[src/rtl/rltm_cfg.svh]
// Offsets, field positions, codes, sweep limit, test power and dwell of the relink and test mode controller
// Operation
// - Reconfigure both ends whenever link establishes
// - Force-reconfiguration bit 4 forces relink
// - Listed settings apply only after reconfiguration
// - Slave port disabled only by EEPROM status bit6
// - Hop table never sent over link
// - Link-locate sends sampling rate automatically
// - Link-locate sends receiver mode automatically
// - Receiver input pins sent in locate, streaming
// - Remote execute reaches receiver master interfaces
// - Write test registers, then bit 4, restart
// - Test mode left only by reset
// - Test registers reached only through slave port
// - EEPROM data held low aborts read
// - Codes 0x63 single, 0x73 sweep test
// - Sweep 2400 to 2480 MHz, 1 MHz steps
// - Test channel bit 7 selects TX/RX
// - Bits 6:0 give single-channel number
// - Test mode forces 0 dBm power
// - Receiver transfer status excludes receiver mode
// - Update 0x01 sends, clears 0x00 on success
// - Update reads 0x02 after failed transfer
`ifndef RLTM_CFG_SVH
`define RLTM_CFG_SVH
`define RLTM_OFS_TEST_CODE 8'h7E
`define RLTM_OFS_TEST_CHAN 8'h7F
`define RLTM_OFS_LINK_MODE 8'h10
`define RLTM_OFS_TX_XFER 8'h5B
`define RLTM_OFS_LNK_XFER 8'h3E
`define RLTM_OFS_RX_XFER 8'h4B
`define RLTM_OFS_REMOTE_EXEC 8'h20
`define RLTM_OFS_POWER 8'h11
`define RLTM_OFS_STATUS 8'h12
`define RLTM_OFS_ADDR_BYTE_0 8'h07
`define RLTM_OFS_ADDR_BYTE_1 8'h08
`define RLTM_OFS_ADDR_BYTE_2 8'h09
`define RLTM_OFS_ADDR_BYTE_3 8'h0A
`define RLTM_OFS_ADDR_BYTE_4 8'h0B
`define RLTM_OFS_HOP_COUNT 8'h0C
`define RLTM_OFS_ACT_COUNT 8'h0D
`define RLTM_BIT_FORCE_RECONF 4
`define RLTM_BIT_SLAVE_OFF 6
`define RLTM_BIT_TEST_DIR 7
`define RLTM_CODE_SINGLE 8'h63
`define RLTM_CODE_SWEEP 8'h73
`define RLTM_SWEEP_LAST 7'h50
`define RLTM_XFER_IDLE_OK 8'h00
`define RLTM_XFER_BUSY 8'h01
`define RLTM_XFER_FAIL 8'h02
`define RLTM_POWER_TEST 2'h3
`define RLTM_DWELL_CYCLES 16'h0064
`endif

[src/rtl/rltm_pkg.sv]
// Types of the relink and test mode controller
package rltm_pkg;
  typedef enum logic [4:0] {
    RLTM_ST_LOCATE = 5'b00001,
    RLTM_ST_STREAM = 5'b00010,
    RLTM_ST_RELINK = 5'b00100,
    RLTM_ST_TEST = 5'b01000,
    RLTM_ST_HOLD = 5'b10000
  } rltm_state_t;
  typedef struct packed {
    logic en;
    logic wr;
    logic [7:0] addr;
    logic [7:0] wdata;
  } rltm_req_t;
  typedef struct packed {
    logic [7:0] tx_status;
    logic [7:0] tx_format;
    logic [7:0] tx_mode;
    logic [7:0] i2s_in;
    logic [7:0] tx_latency;
    logic [7:0] rx_mode;
    logic [7:0] i2s_out;
    logic [7:0] test_code;
    logic [7:0] test_chan;
  } rltm_cfg_t;
  typedef struct packed {
    logic [7:0] q;
    logic pend;
  } rltm_xfer_t;
endpackage

[src/rtl/rltm_xfer_slot.sv]
// One transfer-update register: request, busy, success and failure codes
`timescale 1ns/1ns
`default_nettype none
`include "rltm_cfg.svh"
module rltm_xfer_slot
  import rltm_pkg::*;
(
  input wire logic clk,
  input wire logic reset,
  input wire logic wr_en,
  input wire logic [7:0] wdata,
  input wire logic done_ok,
  input wire logic done_fail,
  output logic [7:0] value,
  output logic start
);
  rltm_xfer_t s_q, s_d;
  // Host request sets busy, link success returns idle code, link failure the fail code
  always_comb begin
    s_d = s_q;
    s_d.pend = 1'b0;
    if (s_q.q == `RLTM_XFER_BUSY && done_ok) begin
      s_d.q = `RLTM_XFER_IDLE_OK;
    end else if (s_q.q == `RLTM_XFER_BUSY && done_fail) begin
      s_d.q = `RLTM_XFER_FAIL;
    end
    if (wr_en && wdata == `RLTM_XFER_BUSY && s_q.q != `RLTM_XFER_BUSY) begin
      s_d.q = `RLTM_XFER_BUSY;
      s_d.pend = 1'b1;
    end
  end
  // State register
  always_ff @(posedge clk or posedge reset) begin
    if (reset) begin
      s_q <= '0;
    end else begin
      s_q <= s_d;
    end
  end
  assign value = s_q.q;
  assign start = s_q.pend;
  AST_FAIL_CODE: assert property (@(posedge clk) disable iff (reset)
    (s_q.q == `RLTM_XFER_BUSY && done_fail && !done_ok) |=> s_q.q == `RLTM_XFER_FAIL)
    else $error("failed transfer not reported");
  AST_OK_CLEAR: assert property (@(posedge clk) disable iff (reset)
    (s_q.q == `RLTM_XFER_BUSY && done_ok && !wr_en) |=> s_q.q == `RLTM_XFER_IDLE_OK)
    else $error("update register not cleared");
endmodule
`default_nettype wire

[src/rtl/rltm_ctrl.sv]
// Relink, deferred configuration, link-locate exchange and test mode controller
`timescale 1ns/1ns
`default_nettype none
`include "rltm_cfg.svh"
module rltm_ctrl
  import rltm_pkg::*;
#(
  parameter int DWELL = 100
)(
  input wire logic clk,
  input wire logic reset,
  input wire logic is_transmitter,
  input wire logic eeprom_present,
  input wire logic eeprom_data,
  input wire logic eeprom_slave_off,
  input wire logic eeprom_done,
  input wire logic link_up,
  input wire logic link_done_ok,
  input wire logic link_done_fail,
  input wire logic [3:0] gpio_in,
  input wire logic [7:0] sample_rate,
  input wire rltm_req_t req,
  input wire logic [7:0] remote_rdata,
  input wire logic remote_rvalid,
  output logic [7:0] rdata,
  output logic slave_enable,
  output logic relink_req,
  output logic reconfig_pulse,
  output logic test_active,
  output logic test_tx_dir,
  output logic test_sweep,
  output logic [6:0] rf_channel,
  output logic [1:0] rf_power,
  output logic [7:0] send_sample_rate,
  output logic [7:0] send_rx_mode,
  output logic send_locate_info,
  output logic [3:0] send_gpio_state,
  output logic send_gpio_valid,
  output logic [7:0] remote_exec_wdata,
  output logic remote_exec_start,
  output logic [1:0] xfer_start,
  output logic [2:0] xfer_slot_start,
  output logic [7:0] live_rx_mode,
  output logic [7:0] live_i2s_out,
  output logic [7:0] live_tx_format
);
  typedef struct packed {
    rltm_state_t st;
    rltm_cfg_t shadow;
    rltm_cfg_t live;
    logic [7:0] link_mode;
    logic [7:0] power;
    logic [7:0] remote_rd;
    logic [7:0] rdata;
    logic slave_off;
    logic strap_done;
    logic test_latched;
    logic [6:0] chan;
    logic [15:0] dwell;
    logic [1:0] rf_power;
    logic [3:0] gpio_s1;
    logic [3:0] gpio_s2;
    logic [3:0] gpio_out;
    logic gpio_valid;
    logic locate;
    logic relink;
    logic reconf;
    logic exec_start;
    logic [7:0] exec_wdata;
    logic [1:0] eed_s;
    logic [1:0] link_s;
    logic [1:0] sync_fill;
    // Deferred link address bytes and channel counts, shadow and applied copies
    logic [4:0][7:0] addr_shadow;
    logic [4:0][7:0] addr_live;
    logic [7:0] hop_cnt_shadow;
    logic [7:0] hop_cnt_live;
    logic [7:0] act_cnt_shadow;
    logic [7:0] act_cnt_live;
  } rltm_state_all_t;
  localparam logic [15:0] DWELL_LAST = 16'(DWELL - 1);
  rltm_state_all_t s_q, s_d;
  logic wr_ok, rd_ok, link_up_s, eed_s;
  logic [7:0] tx_x, lnk_x, rx_x;
  logic [2:0] x_start;
  logic test_code_ok;
  assign link_up_s = s_q.link_s[1];
  assign eed_s = s_q.eed_s[1];
  // Slave port exists only when the EEPROM did not switch it off
  assign wr_ok = req.en && req.wr && !s_q.slave_off;
  assign rd_ok = req.en && !req.wr && !s_q.slave_off;
  assign test_code_ok = (s_q.shadow.test_code == `RLTM_CODE_SINGLE) ||
                        (s_q.shadow.test_code == `RLTM_CODE_SWEEP);
  // Transfer-update registers; receiver slot governs receiver registers other than mode
  rltm_xfer_slot u_tx_slot (
    .clk(clk),
    .reset(reset),
    .wr_en(wr_ok && req.addr == `RLTM_OFS_TX_XFER),
    .wdata(req.wdata),
    .done_ok(link_done_ok),
    .done_fail(link_done_fail),
    .value(tx_x),
    .start(x_start[0])
  );
  rltm_xfer_slot u_lnk_slot (
    .clk(clk),
    .reset(reset),
    .wr_en(wr_ok && req.addr == `RLTM_OFS_LNK_XFER),
    .wdata(req.wdata),
    .done_ok(link_done_ok),
    .done_fail(link_done_fail),
    .value(lnk_x),
    .start(x_start[1])
  );
  rltm_xfer_slot u_rx_slot (
    .clk(clk),
    .reset(reset),
    .wr_en(wr_ok && req.addr == `RLTM_OFS_RX_XFER),
    .wdata(req.wdata),
    .done_ok(link_done_ok),
    .done_fail(link_done_fail),
    .value(rx_x),
    .start(x_start[2])
  );
  // Next state of everything
  always_comb begin
    s_d = s_q;
    s_d.relink = 1'b0;
    s_d.reconf = 1'b0;
    s_d.exec_start = 1'b0;
    s_d.eed_s = {s_q.eed_s[0], eeprom_data};
    s_d.link_s = {s_q.link_s[0], link_up};
    s_d.sync_fill = {s_q.sync_fill[0], 1'b1};
    s_d.gpio_s1 = gpio_in;
    s_d.gpio_s2 = s_q.gpio_s1;
    // Strap: EEPROM status bit 6 caught once after reset; data held low aborts the read
    if (!s_q.strap_done && s_q.sync_fill[1] && (eeprom_done || !eeprom_present)) begin // Synchroniser filled first
      s_d.strap_done = 1'b1;
      s_d.slave_off = eeprom_present && eed_s && eeprom_slave_off;
    end
    // Host writes land in the shadow copy, except link mode, power, remote execute and the transfer-update registers
    if (wr_ok) begin
      case (req.addr)
        `RLTM_OFS_TEST_CODE: begin
          if (!s_q.test_latched) s_d.shadow.test_code = req.wdata;
        end
        `RLTM_OFS_TEST_CHAN: begin
          if (!s_q.test_latched) s_d.shadow.test_chan = req.wdata;
        end
        `RLTM_OFS_LINK_MODE: begin
          s_d.link_mode = req.wdata & ~(8'h01 << `RLTM_BIT_FORCE_RECONF);
        end
        `RLTM_OFS_POWER: begin
          s_d.power = req.wdata;
        end
        `RLTM_OFS_REMOTE_EXEC: begin
          s_d.exec_wdata = req.wdata;
          s_d.exec_start = 1'b1;
        end
        8'h00: s_d.shadow.tx_status = req.wdata;
        8'h01: s_d.shadow.tx_format = req.wdata;
        8'h02: s_d.shadow.tx_mode = req.wdata;
        8'h03: s_d.shadow.i2s_in = req.wdata;
        8'h04: s_d.shadow.tx_latency = req.wdata;
        8'h05: s_d.shadow.rx_mode = req.wdata;
        8'h06: s_d.shadow.i2s_out = req.wdata;
        // Link address bytes and channel counts
        `RLTM_OFS_ADDR_BYTE_0: s_d.addr_shadow[0] = req.wdata;
        `RLTM_OFS_ADDR_BYTE_1: s_d.addr_shadow[1] = req.wdata;
        `RLTM_OFS_ADDR_BYTE_2: s_d.addr_shadow[2] = req.wdata;
        `RLTM_OFS_ADDR_BYTE_3: s_d.addr_shadow[3] = req.wdata;
        `RLTM_OFS_ADDR_BYTE_4: s_d.addr_shadow[4] = req.wdata;
        `RLTM_OFS_HOP_COUNT: s_d.hop_cnt_shadow = req.wdata;
        `RLTM_OFS_ACT_COUNT: s_d.act_cnt_shadow = req.wdata;
        default: s_d.shadow = s_q.shadow;
      endcase
    end
    if (remote_rvalid) s_d.remote_rd = remote_rdata;
    // Register readback; test registers are write-only and read zero
    s_d.rdata = 8'h00;
    if (rd_ok) begin
      case (req.addr)
        `RLTM_OFS_TX_XFER: s_d.rdata = tx_x;
        `RLTM_OFS_LNK_XFER: s_d.rdata = lnk_x;
        `RLTM_OFS_RX_XFER: s_d.rdata = rx_x;
        `RLTM_OFS_LINK_MODE: s_d.rdata = s_q.link_mode;
        `RLTM_OFS_POWER: s_d.rdata = s_q.power;
        `RLTM_OFS_REMOTE_EXEC: s_d.rdata = s_q.remote_rd;
        `RLTM_OFS_STATUS: s_d.rdata = {3'h0, s_q.st};
        // Applied link settings read back, so deferral is visible to the host
        `RLTM_OFS_ADDR_BYTE_0: s_d.rdata = s_q.addr_live[0];
        `RLTM_OFS_ADDR_BYTE_1: s_d.rdata = s_q.addr_live[1];
        `RLTM_OFS_ADDR_BYTE_2: s_d.rdata = s_q.addr_live[2];
        `RLTM_OFS_ADDR_BYTE_3: s_d.rdata = s_q.addr_live[3];
        `RLTM_OFS_ADDR_BYTE_4: s_d.rdata = s_q.addr_live[4];
        `RLTM_OFS_HOP_COUNT: s_d.rdata = s_q.hop_cnt_live;
        `RLTM_OFS_ACT_COUNT: s_d.rdata = s_q.act_cnt_live;
        default: s_d.rdata = 8'h00;
      endcase
    end
    // Link and test state machine
    case (s_q.st)
      RLTM_ST_LOCATE: begin
        if (link_up_s) begin
          s_d.live = s_q.shadow;
          s_d.reconf = 1'b1;
          s_d.st = RLTM_ST_STREAM;
        end
      end
      RLTM_ST_STREAM: begin
        if (!link_up_s) s_d.st = RLTM_ST_LOCATE;
      end
      RLTM_ST_RELINK: begin
        s_d.relink = 1'b1;
        if (!link_up_s) s_d.st = RLTM_ST_LOCATE;
      end
      RLTM_ST_TEST: begin
        s_d.rf_power = `RLTM_POWER_TEST;
        if (s_q.live.test_code == `RLTM_CODE_SWEEP) begin
          if (s_q.dwell == DWELL_LAST) begin
            s_d.dwell = 16'h0000;
            s_d.chan = (s_q.chan == `RLTM_SWEEP_LAST) ? 7'h00 : s_q.chan + 7'h01;
          end else begin
            s_d.dwell = s_q.dwell + 16'h0001;
          end
        end else begin
          s_d.chan = s_q.live.test_chan[6:0];
        end
      end
      RLTM_ST_HOLD: s_d.st = RLTM_ST_LOCATE;
      default: s_d.st = RLTM_ST_LOCATE;
    endcase
    // Force bit: enter test mode with a valid code, otherwise relink
    if (wr_ok && req.addr == `RLTM_OFS_LINK_MODE && req.wdata[`RLTM_BIT_FORCE_RECONF] &&
        !s_q.test_latched) begin
      if (test_code_ok) begin
        s_d.test_latched = 1'b1;
        s_d.live = s_q.shadow;
        s_d.chan = 7'h00;
        s_d.dwell = 16'h0000;
        s_d.reconf = 1'b1;
        s_d.st = RLTM_ST_TEST;
      end else begin
        s_d.st = RLTM_ST_RELINK;
      end
    end
    // Link address and channel counts follow every reconfiguration
    if (s_d.reconf) begin
      s_d.addr_live = s_q.addr_shadow;
      s_d.hop_cnt_live = s_q.hop_cnt_shadow;
      s_d.act_cnt_live = s_q.act_cnt_shadow;
    end
    if (s_q.st != RLTM_ST_TEST) s_d.rf_power = s_q.power[1:0];
    // Automatic exchange: locate info from transmitter, pin state from receiver
    s_d.locate = is_transmitter && s_q.st == RLTM_ST_LOCATE;
    s_d.gpio_valid = !is_transmitter && (s_q.st == RLTM_ST_LOCATE || s_q.st == RLTM_ST_STREAM);
    s_d.gpio_out = s_q.gpio_s2;
  end
  // State register
  always_ff @(posedge clk or posedge reset) begin
    if (reset) begin
      s_q <= '0;
      s_q.st <= RLTM_ST_HOLD;
    end else begin
      s_q <= s_d;
    end
  end
  // Registered output drive; hop table has no path to the link
  always_ff @(posedge clk or posedge reset) begin
    if (reset) begin
      xfer_slot_start <= 3'h0;
      xfer_start <= 2'h0;
      slave_enable <= 1'b1;
      test_sweep <= 1'b0;
      send_sample_rate <= 8'h00;
    end else begin
      xfer_slot_start <= x_start;
      xfer_start <= {x_start[2], x_start[0] | x_start[1]};
      slave_enable <= !s_d.slave_off;
      test_sweep <= s_d.test_latched && s_d.live.test_code == `RLTM_CODE_SWEEP;
      send_sample_rate <= sample_rate;
    end
  end
  assign rdata = s_q.rdata;
  assign relink_req = s_q.relink;
  assign reconfig_pulse = s_q.reconf;
  assign test_active = s_q.test_latched;
  assign test_tx_dir = s_q.live.test_chan[`RLTM_BIT_TEST_DIR];
  assign rf_channel = s_q.chan;
  assign rf_power = s_q.rf_power;
  assign send_rx_mode = s_q.live.rx_mode;
  assign send_locate_info = s_q.locate;
  assign send_gpio_state = s_q.gpio_out;
  assign send_gpio_valid = s_q.gpio_valid;
  assign remote_exec_wdata = s_q.exec_wdata;
  assign remote_exec_start = s_q.exec_start;
  assign live_rx_mode = s_q.live.rx_mode;
  assign live_i2s_out = s_q.live.i2s_out;
  assign live_tx_format = s_q.live.tx_format;
  AST_TEST_STICKY: assert property (@(posedge clk) disable iff (reset)
    s_q.test_latched |=> s_q.test_latched)
    else $error("test mode left without reset");
  AST_TEST_POWER: assert property (@(posedge clk) disable iff (reset)
    s_q.st == RLTM_ST_TEST |=> rf_power == `RLTM_POWER_TEST)
    else $error("test power not forced");
  AST_LIVE_HOLD: assert property (@(posedge clk) disable iff (reset)
    (s_q.st == RLTM_ST_STREAM && !s_d.reconf) |=> $stable(s_q.live))
    else $error("live settings changed without reconfiguration");
  AST_RECONF_ON_LINK: assert property (@(posedge clk) disable iff (reset)
    (s_q.st == RLTM_ST_LOCATE && link_up_s) |=> reconfig_pulse && s_q.st == RLTM_ST_STREAM)
    else $error("no reconfiguration on link");
  AST_BAD_CODE_RELINK: assert property (@(posedge clk) disable iff (reset)
    (wr_ok && req.addr == `RLTM_OFS_LINK_MODE && req.wdata[4] && !test_code_ok && !s_q.test_latched)
    |=> s_q.st == RLTM_ST_RELINK ##1 relink_req)
    else $error("invalid code did not relink");
  AST_SWEEP_WRAP: assert property (@(posedge clk) disable iff (reset)
    (s_q.st == RLTM_ST_TEST) |-> s_q.chan <= `RLTM_SWEEP_LAST)
    else $error("sweep channel out of band");
  AST_SLAVE_BLOCK: assert property (@(posedge clk) disable iff (reset)
    (s_q.slave_off && req.en && req.wr && req.addr == `RLTM_OFS_TEST_CODE) |=> $stable(s_q.shadow))
    else $error("test register written with slave port off");
  AST_GPIO_SEND: assert property (@(posedge clk) disable iff (reset)
    (!is_transmitter && s_q.st == RLTM_ST_STREAM) |=> send_gpio_valid)
    else $error("pin state not sent while streaming");
  // Guards on locate exchange, strap abort, deferral and slave port blocking
  AST_LOCATE_INFO: assert property (@(posedge clk) disable iff (reset)
    (is_transmitter && s_q.st == RLTM_ST_LOCATE) |=> send_locate_info)
    else $error("locate information not sent");
  AST_STRAP_ABORT: assert property (@(posedge clk) disable iff (reset)
    (!s_q.strap_done && s_q.sync_fill[1] && eeprom_done && !eed_s) |=> !s_q.slave_off)
    else $error("slave port off although EEPROM read aborted");
  AST_DEFER_ADDR: assert property (@(posedge clk) disable iff (reset)
    (s_q.st == RLTM_ST_STREAM && !s_d.reconf) |=> $stable(s_q.addr_live))
    else $error("link address changed without reconfiguration");
  AST_SLAVE_READ: assert property (@(posedge clk) disable iff (reset)
    (s_q.slave_off && req.en && !req.wr) |=> rdata == 8'h00)
    else $error("register read with slave port off");
  COV_TEST: cover property (@(posedge clk) disable iff (reset) s_q.st == RLTM_ST_TEST);
  COV_RELINK: cover property (@(posedge clk) disable iff (reset) s_q.st == RLTM_ST_RELINK);
  COV_STREAM: cover property (@(posedge clk) disable iff (reset) s_q.st == RLTM_ST_STREAM);
  COV_SWEEP_TOP: cover property (@(posedge clk) disable iff (reset)
    s_q.st == RLTM_ST_TEST && s_q.chan == `RLTM_SWEEP_LAST);
  COV_SLAVE_OFF: cover property (@(posedge clk) disable iff (reset) s_q.slave_off);
endmodule
`default_nettype wire

[config.mk]
export PLATFORM = sky130hd
export DESIGN_NAME = rltm_ctrl
export DESIGN_NICKNAME = d
export VERILOG_FILES = /design/src/rtl/rltm_pkg.sv /design/src/rtl/rltm_xfer_slot.sv /design/src/rtl/rltm_ctrl.sv
export VERILOG_INCLUDE_DIRS = /design/src /design/src/rtl
export SDC_FILE = /design/constraint.sdc
export NUM_CORES = 1
export LEC_CHECK = 0
export ABC_AREA = 0
export BUFFER_PORTS_ARGS = -buffer_cell sky130_fd_sc_hd__buf_2
export CORE_MARGIN = 3
export CORE_UTILIZATION = 61
export CTS_BUF_LIST = sky130_fd_sc_hd__clkbuf_4
export DETAILED_ROUTE_END_ITERATION = 8
export GPL_ROUTABILITY_DRIVEN = 0
export PLACE_DENSITY_LB_ADDON = 0.05
export SYNTH_ARGS = -nofsm -noshare
export SYNTH_HDL_FRONTEND = slang
export SYNTH_HIERARCHICAL = 1
export SYNTH_SLANG_ARGS = --single-unit
[constraint.sdc]
create_clock -name clk -period 14.3 [get_ports clk]
set_input_delay 2.86 -clock clk [delete_from_list [all_inputs] [get_ports clk]]
set_output_delay 2.86 -clock clk [all_outputs]
set_load 0.02 [all_outputs]
==> results of run 1 <==
[where the power goes]
part,internal [mW],switching (mW)
combinational,0.0353,0.0679
sequential,0.904,0.0141
clock,0.395,0.338
[flip-flops by register name, summed over array words and instances (netlist names), 2 cells and up]
| register | cells |
|---|---|
| live_i2s_out | 8 |
| live_rx_mode | 8 |
| live_tx_format | 8 |
| rdata | 8 |
| remote_exec_wdata | 8 |
| rf_channel | 7 |
| rf_power | 2 |
| s_d | 11 |
| s_q | 214 |
| send_gpio_state | 4 |
| send_sample_rate | 8 |
| u_lnk_slot/value | 2 |
| u_rx_slot/value | 2 |
| u_tx_slot/value | 2 |
| xfer_slot_start | 3 |
[worst max-delay path: cells and delay by family]
family / cells / cell delay [ns]
buffers and inverters: 3 / 1.19
muxes: 1 / 0.39
and+or+nand+nor: 4 / 1.46
[worst min path at each step]
stage / end / depth (start not counted) / start / slack (ns)
floorplan: eed_s$_DFF_PP0_ / 0 / s_d[117]$_DFF_PP0_ / 0.33
global placement: eed_s$_DFF_PP0_ / 0 / s_d[117]$_DFF_PP0_ / 0.33
detailed placement: s_d[133]$_DFF_PP0_ / 0 / s_d[137]$_DFF_PP0_ / 0.33
CTS: s_d[133]$_DFF_PP0_ / 0 / s_d[137]$_DFF_PP0_ / 0.34
global route: eed_s$_DFF_PP0_ / 0 / s_d[117]$_DFF_PP0_ / 0.34
finish: s_d[133]$_DFF_PP0_ / 0 / s_d[137]$_DFF_PP0_ / 0.34
[final cells by class]
type	instances	area, um^2	area share, %
Clock buffer	118	886	5.93
Clock inverter	20	110	0.737
Multi-Input combinational cell	610	5040	33.7
Inverter	22	90.1	0.603
Timing Repair Buffer	137	701	4.69
Sequential cell	310	7760	51.9
Antenna cell	1	2.50	0.0168
Tap cell	280	350	2.35
[cells in the final DEF (no fill, tap or decap), types with 16 or more instances in the layout]
cell	count
dfrtp_1	308
mux2_2	143
buf_2	131
clkbuf_4	118
mux2_1	75
nor2_1	52
nand2_1	37
mux2i_1	24
nor3_1	21
inv_1	21
conb_1	20
nand3_1	17
clkinv_1	16
[cell usage after synthesis (4+ instances only)]
cell type / number
nor3b_1: 8
o21ai_0: 12
nand3b_1: 5
nand2b_1: 8
o21a_1: 4
clkbuf_1: 22
a22oi_1: 12
nor2b_1: 13
nand3_1: 17
a21oi_1: 11
and2_1: 4
nor4_1: 4
dfrtp_1: 308
nor2_2: 4
mux2_1: 75
nand2_1: 37
conb_1: 5
mux2_2: 143
nor2_1: 52
nor3_1: 21
and3_1: 5
buf_4: 82
a21o_1: 4
a31oi_1: 13
nor3_2: 7
o2bb2ai_1: 5
a221oi_1: 4
nor4b_2: 4
xnor2_1: 13
nand4_1: 6
buf_2: 13
inv_1: 22
a22o_1: 12
buf_6: 9
mux2i_1: 24
o221ai_1: 4
[logic make-up after synthesis]
family / share of synthesized area, %
AO/OA/AOI/OAI: 5.77
XOR/XNOR: 0.832
adder cells (fa/ha/maj): 0.274
buffers and inverters: 6.92
flip-flops: 56.7
multiplexers: 19.7
other: 0.137
AND/OR/NAND/NOR: 9.66
[per-layer routing]
| layer | global-route usage (%) | vias to the layer above | part of all wire, % |
|---|---|---|---|
| li1 | - | 3928 | - |
| met1 | 34.9 | 4352 | 45 |
| met2 | 39.6 | 265 | 48 |
| met3 | 4.36 | 62 | 4.7 |
| met4 | 10.1 | 0 | 2.8 |
| met5 | 0 | - | 0 |
[stage by stage]
stage | worst slack [ns] | power (mW) | std cells | cell area (um^2)
floorplan | 3.13 | 1.01 | 1068 | 13700
CTS | 8.90 | 1.78 | 1497 | 14900
global placement | 8.26 | 1.04 | 1359 | 13900
detailed placement | 8.18 | 1.04 | 1359 | 13900
global route | 8.70 | 1.84 | 1498 | 14900
finish | 8.85 | 1.75 | 1498 | 14900
==> impl_metrics.yaml, run 1 <==
job:
  cap_violations: 0
yosys:
  syn_inst: 1053
  synth-seq-cells: 310
  synth_cell_types: 68
  avgSynthCellArea_um2: 13.0
  synthArstFlopShare_pct: 100
  netlist_area_um2: 13700
  synthFlopType: "dfrtp_1"
  yosys.area.top_type: "dfrtp_1"
  ys_seq_area_share_pct: 56.7
  synth_top_area_share_pct: 56.3
  synth_edf_count: 0
  netlist_top_cells_area: "dfrtp_1 56%, mux2_2 12%, mux2_1 6.2%"
  yosysWarningCount: 6
setup_path:
  critical_path.startpoint: "req[11]"
  cp-start-kind: "input port"
  r2r_start: "s_q[170]$_DFF_PP0_"
  crit_chain: "buf_2, nor4_2, and2_0, buf_4, nand4_2, nand2_4, buf_4, mux2_1"
  critPathMaxStageDelay_ns: 0.78
  required_ns: 14.83
  crit_arrival_ns: 5.98
  cp_slowest_cell: "buf_4"
  cpMostUsedCell: "buf_4"
  r2r_end: "s_q[45]$_DFFE_PP0P_"
  endpoint: "s_q[45]$_DFFE_PP0P_"
  criticalPathCategory: "input port to register"
  r2r_slack_ns: 10.80
  crit_path_max_fanout: 64
  reg2regPathDepth: 6
  cp-end-kind: "register"
floorplanning:
  die_area_um2: 24300
  fp.dieH_um: 156
  start_util_pct: 62.3
  ios: 132
  die_w_um: 156
  placeableCoreArea_um2: 22000
  rows: 54
grt:
  grt_first_pass_wirelength_um: 47600
  antenna_found_initial: 1
  grt_max_degree: 143
  grt_overflow_total: 0
  grt_pass1_vias: 8858
  grt_usage_pct: 25.0
detailed_routing:
  routed_wl_um: 29600
  drc: 0
  drt_pre_antenna_iters: 5
  vias_per_cell: 5.75
  routedWlPerCell_um: 19.8
  drtIter0Drc: 533
  vias: 8607
  ant_nets: 0
power_and_ir_drop:
  p_per_area_nw_per_um2: 117
  peakVddDrop_mv: 0.0781
  leakage_nw: 7.65
cts:
  cts_tree: "done"
  ctsResizeCount: 0
  cts_htree_levels: 3
  postCtsHoldBufs: 0
  clk_latency_ns: 0.69
  numCtsBuffers: 80
  clk_pin_slew_ns: 0.06
  post_cts_buffers: 0
  clk_path_buf_depth: 3
  ctsRootBufferMaster: "clkbuf_4"
  clock-sinks: 310
layout:
  fillerInstances: 1692
  num-nets-final: 1213
  fin_util_pct: 68.0
  layout-area-overhead-vs-synth_pct: 9.16
  layout-drive-gt1-share_pct: 35.4
placed_design:
  place.port_buffers: 131
  hpwl_um: 19000
sta:
  whs_ns: 0.340
  worst_pin_slew_ns: 1.08
  max_slew_margin_pct: 27.4
  finalHoldViolCount: 0
  period_share_pct: 38.1
  post-route-min-period_ns: 5.45
  rsz0062_at_grt: "false"
  finalClockSkew_ns: 0.0466
  tns_ns: 0
  clock.fmax_ghz: 0.183
  setup_viol: 0
  drv_slew: 0
worst_hold_path:
  hold_class: "register to register"
outcome:
  status: "finished, final reports clean"
Power figures use the tool's default switching activity.
==> run 2: changes to the inputs <==
==> constraint.sdc (replaced) <==
create_clock -name clk -period 5.05 [get_ports clk]
set_input_delay 1.01 -clock clk [delete_from_list [all_inputs] [get_ports clk]]
set_output_delay 1.01 -clock clk [all_outputs]
set_load 0.02 [all_outputs]
==> run 2 against run 1 <==
- first-iteration DRC count up 14%
- clock power increased to 2.8 times the previous value
- sequential cell count unchanged
- clock skew is 0.0060 ns lower
- critical endpoint is now s_q[51]$_DFFE_PP0P_
- highest routed layer is now met5
==> impl_metrics.yaml, run 2 (synthesis gave the netlist of run 1 again) <==
grt:
  grt_pass1_vias: 8708
  grt_usage_pct: 25.6
  antenna_found_initial: 2
  grt_overflow_total: 0
  grt_first_pass_wirelength_um: 48300
  grt_max_degree: 186
detailed_routing:
  vias: 8571
  routed_wl_um: 29900
  vias_per_cell: 5.73
  ant_nets: 0
  routedWlPerCell_um: 20.0
  drt_pre_antenna_iters: 5
  drtIter0Drc: 608
  drc: 0
layout:
  layout.cells.non_filler: 1497
  layout-drive-gt1-share_pct: 35.9
  largest_reg_flops: 214
  layout_common_cells: "308 x dfrtp_1, 143 x mux2_2, 131 x buf_2, 121 x clkbuf_4, 75 x mux2_1"
  fillerInstances: 1720
  layout-area-overhead-vs-synth_pct: 9.27
  top_register: "s_q"
  num-nets-final: 1214
  fin_util_pct: 68.1
  final_common_cell: "dfrtp_1"
cts:
  post_cts_buffers: 0
  clk_pin_slew_ns: 0.06
  numCtsBuffers: 81
  clk_latency_ns: 0.68
  postCtsHoldBufs: 0
  cts_tree: "done"
  clock-sinks: 310
  clk_path_buf_depth: 3
  ctsResizeCount: 0
  ctsRootBufferMaster: "clkbuf_4"
  cts_htree_levels: 3
sta:
  rsz0062_at_grt: "false"
  period_share_pct: 65.8
  tns_ns: 0
  setup_viol: 0
  clock.fmax_ghz: 0.301
  finalClockSkew_ns: 0.0406
  post-route-min-period_ns: 3.32
  finalHoldViolCount: 0
  whs_ns: 0.236
  max_slew_margin_pct: 33.9
  drv_slew: 0
  worst_pin_slew_ns: 0.992
floorplanning:
  die_area_um2: 24300
  start_util_pct: 62.3
  die_w_um: 156
  rows: 54
  fp.dieH_um: 156
  ios: 132
  placeableCoreArea_um2: 22000
power_and_ir_drop:
  p_per_area_nw_per_um2: 331
  finalPower_mw: 4.94
  leakage_nw: 7.65
  peakVddDrop_mv: 0.260
setup_path:
  crit_arrival_ns: 3.86
  required_ns: 5.59
  criticalPathCategory: "input port to register"
  crit_path_max_fanout: 50
  cp-end-kind: "register"
  cp-start-kind: "input port"
worst_hold_path:
  hold_class: "input port to asynchronous set/reset pin"
placed_design:
  hpwl_um: 19300
  dp_cells: 1359
  place.port_buffers: 131
outcome:
  status: "finished, final reports clean"
job:
  cap_violations: 0
==> run 2: worst max-delay path: stages <==
cell and delay [ns]:
buf_2 0.16, nor4_2 0.37, and2_0 0.21, buf_4 0.22, nand4_2 0.41, nand2_4 0.76
buf_4 0.36, mux2_1 0.34
==> run 2: stage by stage <==
stage	instance area [um^2]	worst slack (ns)
floorplan	13700	0.0406
global placement	14000	1.14
detailed placement	14000	1.06
CTS	15000	1.75
global route	15000	1.53
finish	15000	1.73
==> run 2: power breakdown <==
group	switching (mW)	internal, mW	total (mW)
Combinational	0.192	0.103	0.295
Sequential	0.0430	2.56	2.60
Clock	0.958	1.09	2.05
==> run 2: path summary, 6_finish.rpt <==
check	from	slack [ns]	depth (start not counted)	to
setup / recovery	req[11]	1.73	8	s_q[51]$_DFFE_PP0P_
hold / removal	reset	0.24	2	u_rx_slot/value[0]$_DFFE_PP0P_
setup reg to reg	s_q[170]$_DFF_PP0_	1.76	6	s_q[51]$_DFFE_PP0P_
hold reg to reg	s_d[117]$_DFF_PP0_	0.35	0	eed_s$_DFF_PP0_
max in group asynchronous	reset	3.64	3	s_q[152]$_DFF_PP0_
min in group clk	s_d[117]$_DFF_PP0_	0.35	0	eed_s$_DFF_PP0_
==> run 2: cell type report <==
class / instances / area (um^2) / share of cell area [%]
Inverter: 22 / 86.3 / 0.577
Multi-Input combinational cell: 610 / 5040 / 33.7
Clock inverter: 16 / 68.8 / 0.460
Antenna cell: 1 / 2.50 / 0.0167
Timing Repair Buffer: 137 / 738 / 4.94
Sequential cell: 310 / 7760 / 51.9
Tap cell: 280 / 350 / 2.34
Clock buffer: 121 / 908 / 6.07
==> run 2: metal layers <==
layer	vias up	share of wire (%)	wire length, um	track usage, %
met2	248	50	14800	41.3
met3	47	5.2	1550	4.99
met4	2	1.7	499	7.82
met1	4343	44	13000	35.6
li1	3931	-	-	-
met5	-	0.043	13	0
==> run 3: changes to the inputs <==
==> constraint.sdc (replaced) <==
create_clock -name clk -period 3.09 [get_ports clk]
set_input_delay 0.618 -clock clk [delete_from_list [all_inputs] [get_ports clk]]
set_output_delay 0.618 -clock clk [all_outputs]
set_load 0.02 [all_outputs]
==> run 3 against run 2 <==
- final area up 1.8%
- largest cell class unchanged
- setup slack lost 1.0 ns
- via count rose by 1.2%
- count of clock-buffer cells in the layout is 6 lower
- clock power rose by 63%
- critical endpoint is now s_q[44]$_DFFE_PP0P_
- global-route usage grew 0.098 points
- non-clock buffer count grew 32
- sequential cell count did not move
- total power increased by 64%
==> impl_metrics.yaml, run 3 (synthesis gave the netlist of run 1 again) <==
layout:
  top_register: "s_q"
  layout-area-overhead-vs-synth_pct: 11.3
  layout-drive-gt1-share_pct: 36.7
  largest_reg_flops: 214
  final_common_cell: "dfrtp_1"
  layout.cells.non_filler: 1523
  layout_common_cells: "308 x dfrtp_1, 143 x mux2_2, 131 x buf_2, 115 x clkbuf_4, 75 x mux2_1"
  fin_util_pct: 69.3
  stdcell_area_um2: 15200
  num-nets-final: 1243
floorplanning:
  rows: 54
  start_util_pct: 62.3
  die_area_um2: 24300
  placeableCoreArea_um2: 22000
  fp.dieH_um: 156
  ios: 132
  die_w_um: 156
sta:
  whs_ns: 0.0441
  worst_pin_slew_ns: 0.949
  setup_viol: 0
  max_slew_margin_pct: 35.1
  clock.fmax_ghz: 0.415
  finalClockSkew_ns: 0.0468
  rsz0062_at_grt: "false"
  period_share_pct: 78.0
  timing.final.ws_setup_ns: 0.679
  finalHoldViolCount: 0
  post-route-min-period_ns: 2.41
  tns_ns: 0
  drv_slew: 0
placed_design:
  pre_cts_slack_ns: 0.312
  dp_cells: 1385
  dpl_cell_area_um2: 14200
  place.port_buffers: 131
  hpwl_um: 19800
worst_hold_path:
  hold_class: "input port to register"
  min_path_cells: 1
cts:
  clock-sinks: 310
  ctsResizeCount: 0
  numCtsBuffers: 78
  clk_path_buf_depth: 3
  cts_htree_levels: 3
  clk_latency_ns: 0.68
  cts_tree: "done"
  clk_pin_slew_ns: 0.07
  ctsRootBufferMaster: "clkbuf_4"
setup_path:
  cp-start-kind: "register"
  required_ns: 3.62
  crit_path_max_fanout: 45
  cp-end-kind: "register"
  reg2regPathDepth: 6
  crit_arrival_ns: 2.94
  criticalPathCategory: "register to register"
power_and_ir_drop:
  p_sw_share_pct: 24.1
  leakage_nw: 7.81
  seq_power_share_pct: 52.4
  finalPower_mw: 8.10
  p_clk_share_pct: 41.3
  p_sw_mw: 1.95
  combPwrFrac_pct: 6.3
  p_per_area_nw_per_um2: 532
  peakVddDrop_mv: 0.411
  p_int_mw: 6.15
grt:
  grt_max_degree: 102
  grt_pass1_vias: 8833
  antenna_found_initial: 1
  grt_overflow_total: 0
  grt_first_pass_wirelength_um: 48300
  grt_usage_pct: 25.7
detailed_routing:
  vias_per_cell: 5.69
  routedWlPerCell_um: 19.8
  routed_wl_um: 30200
  ant_nets: 0
  drc: 0
  drtIter0Drc: 536
  drt_pre_antenna_iters: 5
  vias: 8672
outcome:
  status: "finished, final reports clean"
job:
  cap_violations: 0
[run 3: cell types whose count changed in the layout (fill, tap and decap cells not counted)]
cell / delta
clkbuf_4: -6
clkinv_2: +2
dlygate4sd3_1: +6
inv_2: -2
buf_4: +23
buf_12: +3
clkinvlp_4: -1
bufinv_16: +1
[run 3: repair_timing]
item,CTS,global route
buffers inserted,0,0
hold buffers,3,3
endpoints found under the hold margin,20,3
[run 3: critical path, cell delays in order, from the launching register on]
cell	delay, ns
dfrtp_1	0.40
nand4bb_1	0.19
nor3_1	0.59
nand4_2	0.25
nand2_4	0.18
buf_12	0.26
mux2_1	0.36
[run 3: area by class of cell]
class / instances / area [um^2]
tap: 280 / 350
clock inverter: 16 / 93.8
clock buffer: 115 / 863
fill: 1632 / 6730
multi-input combinational: 610 / 5040
inverter: 22 / 86.3
timing repair buffer: 169 / 1030
sequential: 310 / 7760
antenna: 1 / 2.50
[run 3: routing by layer]
| metal | routed length, um | vias up | share of wire, % | track usage (%) |
|---|---|---|---|---|
| met5 | 0 | - | 0 | 0 |
| met2 | 14300 | 256 | 47 | 40.4 |
| li1 | - | 3965 | - | - |
| met1 | 13500 | 4381 | 45 | 35.8 |
| met4 | 813 | 0 | 2.7 | 9.97 |
| met3 | 1590 | 70 | 5.3 | 5.02 |
[run 3: power by group through the flow]
stage | Sequential [mW] | Combinational [mW] | Clock (mW)
final | 4.25 | 0.511 | 3.34
after global routing | 4.26 | 0.558 | 3.68
after CTS | 4.25 | 0.516 | 3.44
after detailed placement | 4.32 | 0.512 | 0
after global placement | 4.32 | 0.503 | 0
after floorplan | 4.31 | 0.368 | 0
[run 3: path summary, 6_finish.rpt]
check	start	endpoint	slack (ns)
max in group asynchronous	reset	s_q[79]$_DFFE_PP0P_	1.59
min in group asynchronous	reset	u_rx_slot/value[1]$_DFFE_PP0P_	0.41
worst min register to register	s_d[133]$_DFF_PP0_	send_gpio_state[2]$_DFF_PP0_	0.33
worst min-delay path	gpio_in[2]	s_d[137]$_DFF_PP0_	0.04
worst max register to register	s_q[290]$_DFFE_PP0P_	s_q[44]$_DFFE_PP0P_	0.68
worst max-delay path	s_q[290]$_DFFE_PP0P_	s_q[44]$_DFFE_PP0P_	0.68
